**src/verilog/ccl_pkg.sv**
```systemverilog
// constants for the comparator control logic: register map, fields, codes
// assumes a 32-bit AXI4-Lite master and byte addresses of four times the index
//
// Contract
// - mux enabled and converter off: channel select routes shared pin 0..7 to negative input
// - mux disabled or converter on: dedicated negative pin feeds the negative input
// - disable bit one powers the comparator off, zero powers it on
// - bandgap bit one feeds the reference to positive input, zero the positive pin
// - result bit shows comparator output through a one-to-two cycle synchroniser
// - hardware sets the interrupt flag on the event chosen by the mode bits
// - flag clears on vector execution or written one; written zero keeps it
// - request raised only while flag, enable and global enable are all one
// - capture enable one drives capture front end; zero leaves no connection
// - mode zero toggle, one reserved, two falling edge, three rising edge
// - buffer-off bit turns off pin input buffer; its port bit reads zero
// - result is one when positive input exceeds negative input, else zero
package ccl_pkg;
   // register indices; byte address is index times four
   localparam logic [9:0] CSR_IDX  = 10'h050;
   localparam logic [9:0] CSRB_IDX = 10'h07B;
   localparam logic [9:0] AUX_IDX  = 10'h07E;
   localparam logic [9:0] DIDR_IDX = 10'h07F;
   // comparator_control_status fields
   localparam int CSR_DIS  = 7;
   localparam int CSR_BG   = 6;
   localparam int CSR_RES  = 5;
   localparam int CSR_FLAG = 4;
   localparam int CSR_IEN  = 3;
   localparam int CSR_CAP  = 2;
   localparam int CSR_MODE = 0;
   // converter_control_status_b fields
   localparam int CSRB_MUXEN = 6;
   // converter_link fields
   localparam int AUX_CONV = 7;
   localparam int AUX_GIE  = 6;
   localparam int AUX_CHAN = 0;
   // digital_input_disable_one fields
   localparam int DIDR_NEG = 1;
   localparam int DIDR_POS = 0;
   // writable bits and reset values
   localparam logic [7:0] CSR_WMASK  = 8'hCF;
   localparam logic [7:0] CSRB_WMASK = 8'h47;
   localparam logic [7:0] AUX_WMASK  = 8'hC7;
   localparam logic [7:0] DIDR_WMASK = 8'h03;
   localparam logic [7:0] REG_RESET  = 8'h00;
   // interrupt modes
   localparam logic [1:0] MODE_TOGGLE = 2'h0;
   localparam logic [1:0] MODE_RSVD   = 2'h1;
   localparam logic [1:0] MODE_FALL   = 2'h2;
   localparam logic [1:0] MODE_RISE   = 2'h3;
   // bus responses
   localparam logic [1:0] RESP_OKAY   = 2'h0;
   localparam logic [1:0] RESP_SLVERR = 2'h2;
endpackage

```
**src/verilog/ccl_top.sv**
```systemverilog
// comparator control logic: input select, result sync, edge flag, capture route
// assumes analog comparator and pins outside, AXI4-Lite master on MCLK
//
// Implementation choice: the AXI4-Lite register port.
`timescale 1ns/100ps
module ccl_top
   import ccl_pkg::*;
#(
   parameter int ADDR_W = 12
) (
   // clock and reset
   input  wire logic              MCLK,
   input  wire logic              RST,
   // axi4-lite write
   input  wire logic [ADDR_W-1:0] AWADDR,
   input  wire logic              AWVALID,
   output logic                   AWREADY,
   input  wire logic [31:0]       WDATA,
   input  wire logic [3:0]        WSTRB,
   input  wire logic              WVALID,
   output logic                   WREADY,
   output logic [1:0]             BRESP,
   output logic                   BVALID,
   input  wire logic              BREADY,
   // axi4-lite read
   input  wire logic [ADDR_W-1:0] ARADDR,
   input  wire logic              ARVALID,
   output logic                   ARREADY,
   output logic [31:0]            RDATA,
   output logic [1:0]             RRESP,
   output logic                   RVALID,
   input  wire logic              RREADY,
   // analog comparator and pins
   input  wire logic              CMP_RAW,
   input  wire logic              PIN_NEG_RAW,
   input  wire logic              PIN_POS_RAW,
   output logic                   CMP_POWER_OFF,
   output logic                   POS_BANDGAP,
   output logic                   NEG_FROM_MUX,
   output logic [2:0]             NEG_CHANNEL,
   output logic                   NEG_BUF_OFF,
   output logic                   POS_BUF_OFF,
   output logic                   PIN_NEG_READ,
   output logic                   PIN_POS_READ,
   // capture and interrupt
   output logic                   CAPTURE_INPUT,
   input  wire logic              IRQ_VECTOR_ACK,
   output logic                   CMP_IRQ
);

   // register index sits in address bits 11:2
   if (ADDR_W < 12) begin : g_addr_check
      $error("ADDR_W too small for register map");
   end

   ////////////////////////////////////////////////////////////////////////
   // bus handshake state
   logic              aw_have_r;
   logic              w_have_r;
   logic [9:0]        aw_idx_r;
   logic [7:0]        w_data_r;
   logic              w_lane_r;
   logic              awready_r;
   logic              wready_r;
   logic              bvalid_r;
   logic [1:0]        bresp_r;
   logic              arready_r;
   logic              rvalid_r;
   logic [31:0]       rdata_r;
   logic [1:0]        rresp_r;

   // registers
   logic [7:0]        csr_r;
   logic [7:0]        csrb_r;
   logic [7:0]        aux_r;
   logic [7:0]        didr_r;
   logic              flag_r;

   // sync and outputs
   logic              cmp_s1_r;
   logic              cmp_s2_r;
   logic              cmp_prev_r;
   logic              pn_s1_r;
   logic              pn_s2_r;
   logic              pp_s1_r;
   logic              pp_s2_r;
   logic              neg_mux_r;
   logic              cap_r;
   logic              irq_r;
   logic              pin_neg_r;
   logic              pin_pos_r;

   ////////////////////////////////////////////////////////////////////////
   // write path decode
   wire        aw_take    = AWVALID & awready_r;
   wire        w_take     = WVALID & wready_r;
   wire        do_write   = aw_have_r & w_have_r & ~bvalid_r;
   wire        aw_hit_csr = aw_idx_r == CSR_IDX;
   wire        aw_hit_b   = aw_idx_r == CSRB_IDX;
   wire        aw_hit_aux = aw_idx_r == AUX_IDX;
   wire        aw_hit_di  = aw_idx_r == DIDR_IDX;
   wire        aw_mapped  = aw_hit_csr | aw_hit_b | aw_hit_aux | aw_hit_di;
   wire        wr_lo      = do_write & w_lane_r;
   wire        wr_csr     = wr_lo & aw_hit_csr;
   wire        wr_b       = wr_lo & aw_hit_b;
   wire        wr_aux     = wr_lo & aw_hit_aux;
   wire        wr_di      = wr_lo & aw_hit_di;
   wire        aw_have_nxt = (aw_have_r | aw_take) & ~do_write;
   wire        w_have_nxt  = (w_have_r | w_take) & ~do_write;
   wire        bvalid_nxt  = do_write | (bvalid_r & ~BREADY);
   wire        awready_nxt = ~aw_have_nxt & ~bvalid_nxt;
   wire        wready_nxt  = ~w_have_nxt & ~bvalid_nxt;
   wire [7:0]  csr_nxt  = (csr_r & ~CSR_WMASK) | (w_data_r & CSR_WMASK);
   wire [7:0]  csrb_nxt = w_data_r & CSRB_WMASK;
   wire [7:0]  aux_nxt  = w_data_r & AUX_WMASK;
   wire [7:0]  didr_nxt = w_data_r & DIDR_WMASK;

   // read path decode
   wire        ar_take    = ARVALID & arready_r;
   wire [9:0]  ar_idx     = ARADDR[11:2];
   wire        ar_hit_csr = ar_idx == CSR_IDX;
   wire        ar_hit_b   = ar_idx == CSRB_IDX;
   wire        ar_hit_aux = ar_idx == AUX_IDX;
   wire        ar_hit_di  = ar_idx == DIDR_IDX;
   wire        ar_mapped  = ar_hit_csr | ar_hit_b | ar_hit_aux | ar_hit_di;
   wire        rvalid_nxt = ar_take | (rvalid_r & ~RREADY);
   wire [7:0]  csr_view   = {csr_r[7:6], cmp_s2_r, flag_r, csr_r[3:0]};
   wire [7:0]  rd_byte    = ar_hit_csr ? csr_view :
                            ar_hit_b   ? csrb_r   :
                            ar_hit_aux ? aux_r    :
                            ar_hit_di  ? didr_r   : REG_RESET;

   ////////////////////////////////////////////////////////////////////////
   // comparator control fields
   wire        muxen    = csrb_r[CSRB_MUXEN];
   wire        conv_en  = aux_r[AUX_CONV];
   wire        gie      = aux_r[AUX_GIE];
   wire [1:0]  mode     = csr_r[CSR_MODE +: 2];
   wire        ien      = csr_r[CSR_IEN];
   wire        cap_en   = csr_r[CSR_CAP];
   wire        use_mux  = muxen & ~conv_en;

   // edge decode on synchronised result
   wire        ev_rise  = cmp_s2_r & ~cmp_prev_r;
   wire        ev_fall  = ~cmp_s2_r & cmp_prev_r;
   wire        ev_any   = cmp_s2_r ^ cmp_prev_r;
   wire        event_hit = (mode == MODE_TOGGLE) ? ev_any  :
                           (mode == MODE_FALL)   ? ev_fall :
                           (mode == MODE_RISE)   ? ev_rise : 1'b0;
   wire        flag_clr = IRQ_VECTOR_ACK | (wr_csr & w_data_r[CSR_FLAG]);
   wire        flag_nxt = event_hit | (flag_r & ~flag_clr);

   ////////////////////////////////////////////////////////////////////////
   // write channel
   always_ff @(posedge MCLK) begin
      if (RST) begin
         aw_have_r <= 1'b0;
         w_have_r  <= 1'b0;
         awready_r <= 1'b0;
         wready_r  <= 1'b0;
         bvalid_r  <= 1'b0;
      end else begin
         aw_have_r <= aw_have_nxt;
         w_have_r  <= w_have_nxt;
         awready_r <= awready_nxt;
         wready_r  <= wready_nxt;
         bvalid_r  <= bvalid_nxt;
      end
   end

   always_ff @(posedge MCLK) begin
      if (RST) begin
         aw_idx_r <= 10'h000;
         w_data_r <= 8'h00;
         w_lane_r <= 1'b0;
         bresp_r  <= RESP_OKAY;
      end else begin
         if (aw_take) aw_idx_r <= AWADDR[11:2];
         if (w_take) w_data_r <= WDATA[7:0];
         if (w_take) w_lane_r <= WSTRB[0];
         if (do_write) bresp_r <= aw_mapped ? RESP_OKAY : RESP_SLVERR;
      end
   end

   // read channel
   always_ff @(posedge MCLK) begin
      if (RST) begin
         arready_r <= 1'b0;
         rvalid_r  <= 1'b0;
         rdata_r   <= 32'h0000_0000;
         rresp_r   <= RESP_OKAY;
      end else begin
         arready_r <= ~rvalid_nxt;
         rvalid_r  <= rvalid_nxt;
         if (ar_take) rdata_r <= {24'h00_0000, rd_byte};
         if (ar_take) rresp_r <= ar_mapped ? RESP_OKAY : RESP_SLVERR;
      end
   end

   ////////////////////////////////////////////////////////////////////////
   // registers
   always_ff @(posedge MCLK) begin
      if (RST) begin
         csr_r  <= REG_RESET;
         csrb_r <= REG_RESET;
         aux_r  <= REG_RESET;
         didr_r <= REG_RESET;
         flag_r <= 1'b0;
      end else begin
         if (wr_csr) csr_r <= csr_nxt;
         if (wr_b) csrb_r <= csrb_nxt;
         if (wr_aux) aux_r <= aux_nxt;
         if (wr_di) didr_r <= didr_nxt;
         flag_r <= flag_nxt;
      end
   end

   ////////////////////////////////////////////////////////////////////////
   // synchronisers; raw high means positive input above negative
   always_ff @(posedge MCLK) begin
      if (RST) begin
         cmp_s1_r   <= 1'b0;
         cmp_s2_r   <= 1'b0;
         cmp_prev_r <= 1'b0;
         pn_s1_r    <= 1'b0;
         pn_s2_r    <= 1'b0;
         pp_s1_r    <= 1'b0;
         pp_s2_r    <= 1'b0;
      end else begin
         cmp_s1_r   <= CMP_RAW;
         cmp_s2_r   <= cmp_s1_r;
         cmp_prev_r <= cmp_s2_r;
         pn_s1_r    <= PIN_NEG_RAW;
         pn_s2_r    <= pn_s1_r;
         pp_s1_r    <= PIN_POS_RAW;
         pp_s2_r    <= pp_s1_r;
      end
   end

   // registered outputs
   always_ff @(posedge MCLK) begin
      if (RST) begin
         neg_mux_r <= 1'b0;
         cap_r     <= 1'b0;
         irq_r     <= 1'b0;
         pin_neg_r <= 1'b0;
         pin_pos_r <= 1'b0;
      end else begin
         neg_mux_r <= use_mux;
         cap_r     <= cap_en & cmp_s2_r;
         irq_r     <= flag_r & ien & gie;
         pin_neg_r <= pn_s2_r & ~didr_r[DIDR_NEG];
         pin_pos_r <= pp_s2_r & ~didr_r[DIDR_POS];
      end
   end

   ////////////////////////////////////////////////////////////////////////
   // port drive
   assign AWREADY       = awready_r;
   assign WREADY        = wready_r;
   assign BVALID        = bvalid_r;
   assign BRESP         = bresp_r;
   assign ARREADY       = arready_r;
   assign RVALID        = rvalid_r;
   assign RDATA         = rdata_r;
   assign RRESP         = rresp_r;
   assign CMP_POWER_OFF = csr_r[CSR_DIS];
   assign POS_BANDGAP   = csr_r[CSR_BG];
   assign NEG_FROM_MUX  = neg_mux_r;
   assign NEG_CHANNEL   = aux_r[AUX_CHAN +: 3];
   assign NEG_BUF_OFF   = didr_r[DIDR_NEG];
   assign POS_BUF_OFF   = didr_r[DIDR_POS];
   assign PIN_NEG_READ  = pin_neg_r;
   assign PIN_POS_READ  = pin_pos_r;
   assign CAPTURE_INPUT = cap_r;
   assign CMP_IRQ       = irq_r;
endmodule

```
**config.mk**
```make
export PLATFORM = sky130hd
export DESIGN_NAME = ccl_top
export DESIGN_NICKNAME = d
export VERILOG_FILES = /design/src/verilog/ccl_pkg.sv /design/src/verilog/ccl_top.sv
export SDC_FILE = /design/constraint.sdc
export NUM_CORES = 1
export LEC_CHECK = 0
export BUFFER_PORTS_ARGS = -buffer_cell sky130_fd_sc_hd__buf_2
export CORE_MARGIN = 1.5
export CORE_UTILIZATION = 42
export DETAILED_ROUTE_END_ITERATION = 8
export PLACE_DENSITY = 0.77
export SKIP_LAST_GASP = 1
export SYNTH_ARGS = -nofsm -noshare
export SYNTH_HDL_FRONTEND = slang
export SYNTH_SLANG_ARGS = --single-unit
```
**constraint.sdc**
```tcl
create_clock -name MCLK -period 2.1 [get_ports MCLK]
set_clock_uncertainty 0.2 [all_clocks]
set_input_delay 0.42 -clock MCLK [delete_from_list [all_inputs] [get_ports MCLK]]
set_output_delay 0.42 -clock MCLK [all_outputs]
set_load 0.02 [all_outputs]
```
==> impl_results.md <==
- Layout Cells excl Fill: 467
- Slowest-stage cell, CP: and4_1
- Post-synth EDFFs: 0
- Worst-path clk slew: 80 ps
- Sw Ratio: 0.2266
- Layout cell share with drive strength beyond 1: 0.2385
- Peak Freq: 0.5494 GHz
- WP data arrival: about 1900 ps
- # nets final: 458
- Failing checks: design-rule violations
- Min-Delay Path Depth: 2
- Clock network power share: 0.483
- Synth async-reset ratio: 0
- DRT iter0 DRCs: 124
- First-pass GRT wire length: 9701 um
- Total gr overflow: 0
- Crit path kind: reg -> reg
- Die height: 85.62 um
- HP Class: in -> reg
- Hold Crit Start: PIN_POS_RAW
- Cell-internal power: 2.296 mW
- Post-route ant nets: 0
- Worst setup EP type: register
- Die Wd: 85.62 um
- Starting density of the core: 0.4438
- Reg2reg path depth: 4
- Port buffer count: 65
- Worst R2R End: csrb_r[1]
- Drt via density: 5.066
- DRT Pass-1 Iters: 7
- Vias: 2,366
- CTS root buf: clkbuf_8
- RSZ-0062 raised after global routing: no
- Syn. warnings: 0
- Core area: 6459 um^2
- Seq/Total Area, Yosys: 0.4540
- Power share of the sequential group: 0.438
- Max cap viols: 0
- Post-synth top flop: dfxtp_1
- Hold Vio Cnt, Final: 0
- Worst EP required: 2160 ps
- Max clock buf depth: 2
- Worst hold endpoint: pp_s1_r
- DR WL/cell: 12.71 um
- Period Utilization, post-route: 0.8667
- DPL Wire Length: 4401 um
- Initial antenna violation count: 0
- Vias in the first global route: around 2,200
- Number of H-tree levels: 3
- Status: finished with violations
- Area growth syn-to-layout: 17.98%
- Fillers: 611
- Synthesized cell area: 2866 um^2
- Post-synthesis register bit count: 65
- Period minus WS final: approximately 1800 ps
- Row count: 29
- Leak: 1.374 nW
- Post-cts resize count: 0
- Cell Chain, Critical Path: nor4b_4, and4_1, nand4_1, a21oi_1
- All-layer global routing usage: 0.1675
- Crit path max fanout: 11
- Slowest cell delay on critical path: 480 ps
- P per Cell Area: 877.7 nW/um^2
- Antenna diodes: 0
- DRC: 9
- TritonCTS buffer count: 9
- Netlist cell types: 43
- # placed instances: 451
- Syn Inst Count: 326
- Worst-case vdd ir drop: 0.3740 mV
- CP startpoint kind: register
- Psw: 0.6726 mW
- CTS Sinks: 65
- Placer congestion estimate: between 0.7 and 0.8
- Largest net degree at the start of global routing: 49
- Clock Latency Late Sink: 340 ps
- WL final: 5934 um
- I/O pin cnt: 124
- Die area: between 7000 and 8000 um^2
- Setup_tns: 0 ps
- R2r setup slk: 280 ps
- Most frequent cells in the layout: 65 x dfxtp_1, 65 x buf_2, 51 x nand2_1, 37 x a21oi_1, 26 x conb_1
- Comb pwr share: 0.079
- Setup Fix Bufs, Post-CTS: 0
- Slew Limit Fails: 0
- Setup violators final: 0
- CTS tree: built
- FF-to-FF Start: aw_idx_r[9]
- Hold Buf Count CTS: 0
- Syn Area/Cell: 8.793 um^2
[critical path, delay by kind of cell (launching register included)]
kind / cells / cell delay [ps]
AND/OR/NAND/NOR: 3 / 1000
flip-flops: 1 / 340
AO/OA/AOI/OAI: 1 / 190
[power groups by stage]
stage | registers (mW) | logic [mW] | clock network (mW)
CTS | 1.30 | 0.234 | 1.46
global placement | 1.33 | 0.228 | 0
global route | 1.31 | 0.261 | 1.51
floorplan | 1.33 | 0.194 | 0
detailed placement | 1.33 | 0.232 | 0
finish | 1.30 | 0.234 | 1.43
[flip-flops by register name (all words and copies together) (netlist names), 2 cells and up]
name,count
RDATA,8
w_data_r,7
aux_r,5
didr_r,2
aw_idx_r,10
csrb_r,4
csr_r,6
[synth_stat cells (4+ instances only)]
cell type / count / area (um^2)
nor3_1: 4 / 20.02
a32oi_1: 4 / 35.03
buf_4: 30 / 225.2
nor2_1: 13 / 48.80
o31ai_1: 6 / 45.04
nand2b_1: 14 / 87.58
mux2i_1: 8 / 80.08
a21oi_1: 37 / 185.2
o21ai_0: 8 / 40.04
a211oi_1: 4 / 30.03
buf_2: 4 / 20.02
nand3_1: 7 / 35.03
nand4_1: 9 / 56.30
clkbuf_1: 7 / 26.28
dfxtp_1: 65 / 1301
inv_1: 5 / 18.77
nand2_1: 51 / 191.4
nor2b_1: 7 / 43.79
[metrics by stage]
step	utilization	power [mW]	setup WS, ps	hold slack [ps]	instance area [um^2]
finish	0.5236	2.968	280.0	88.26	3382
global route	0.5236	3.076	175.0	92.46	3382
CTS	0.5236	2.997	286.9	75.62	3382
detailed placement	0.4810	1.561	274.0	224.7	3107
global placement	0.4810	1.554	321.3	219.1	3107
floorplan	-	1.524	433.1	213.8	2960
[routing by layer]
layer / wire length (um) / vias up / GRT usage
li1: - / 1195 / -
met1: 2743 / 1073 / 0.2151
met2: 2678 / 89 / 0.2627
met3: 430 / 9 / 0.03369
met4: 82 / 0 / 0.09531
met5: 0 / - / 0
[how the worst max path moves through the flow]
| stage | startpoint | to | cells after the start |
|---|---|---|---|
| 2_1_floorplan | ARADDR[2] | RDATA[3] | 5 |
| 3_3_place_gp | ARADDR[2] | RDATA[7] | 5 |
| 3_5_place_dp | ARADDR[2] | RDATA[7] | 5 |
| 4_1_cts | aw_idx_r[9] | csrb_r[1] | 4 |
| 5_1_grt | aw_idx_r[9] | didr_r[1] | 4 |
| 6_report | aw_idx_r[9] | csrb_r[1] | 4 |
[kinds of logic (layout without fill, tap and decap cells)]
group                    count (synthesis)  in the layout  share of synthesized area
buffers and inverters                   50             89                     0.1148
multiplexers                             8              8                    0.02794
other                                    1             26                   0.001308
AO/OA/AOI/OAI                           68             68                     0.1384
AND/OR/NAND/NOR                        132            132                     0.2549
adder cells (fa/ha/maj)                  2              2                   0.008728
flip-flops                              65             65                     0.4540
[final cells by class]
cell class | instances | area [um^2] | share of cell area
Sequential cell | 65 | 1301 | 0.3848
Clock inverter | 6 | 137.6 | 0.04070
Timing Repair Buffer | 68 | 360.3 | 0.1065
Multi-Input combinational cell | 236 | 1330 | 0.3933
Inverter | 5 | 18.77 | 0.005549
Clock buffer | 10 | 137.6 | 0.04070
Tap cell | 77 | 96.34 | 0.02849
No activity file was read; power rests on OpenSTA's default activity.
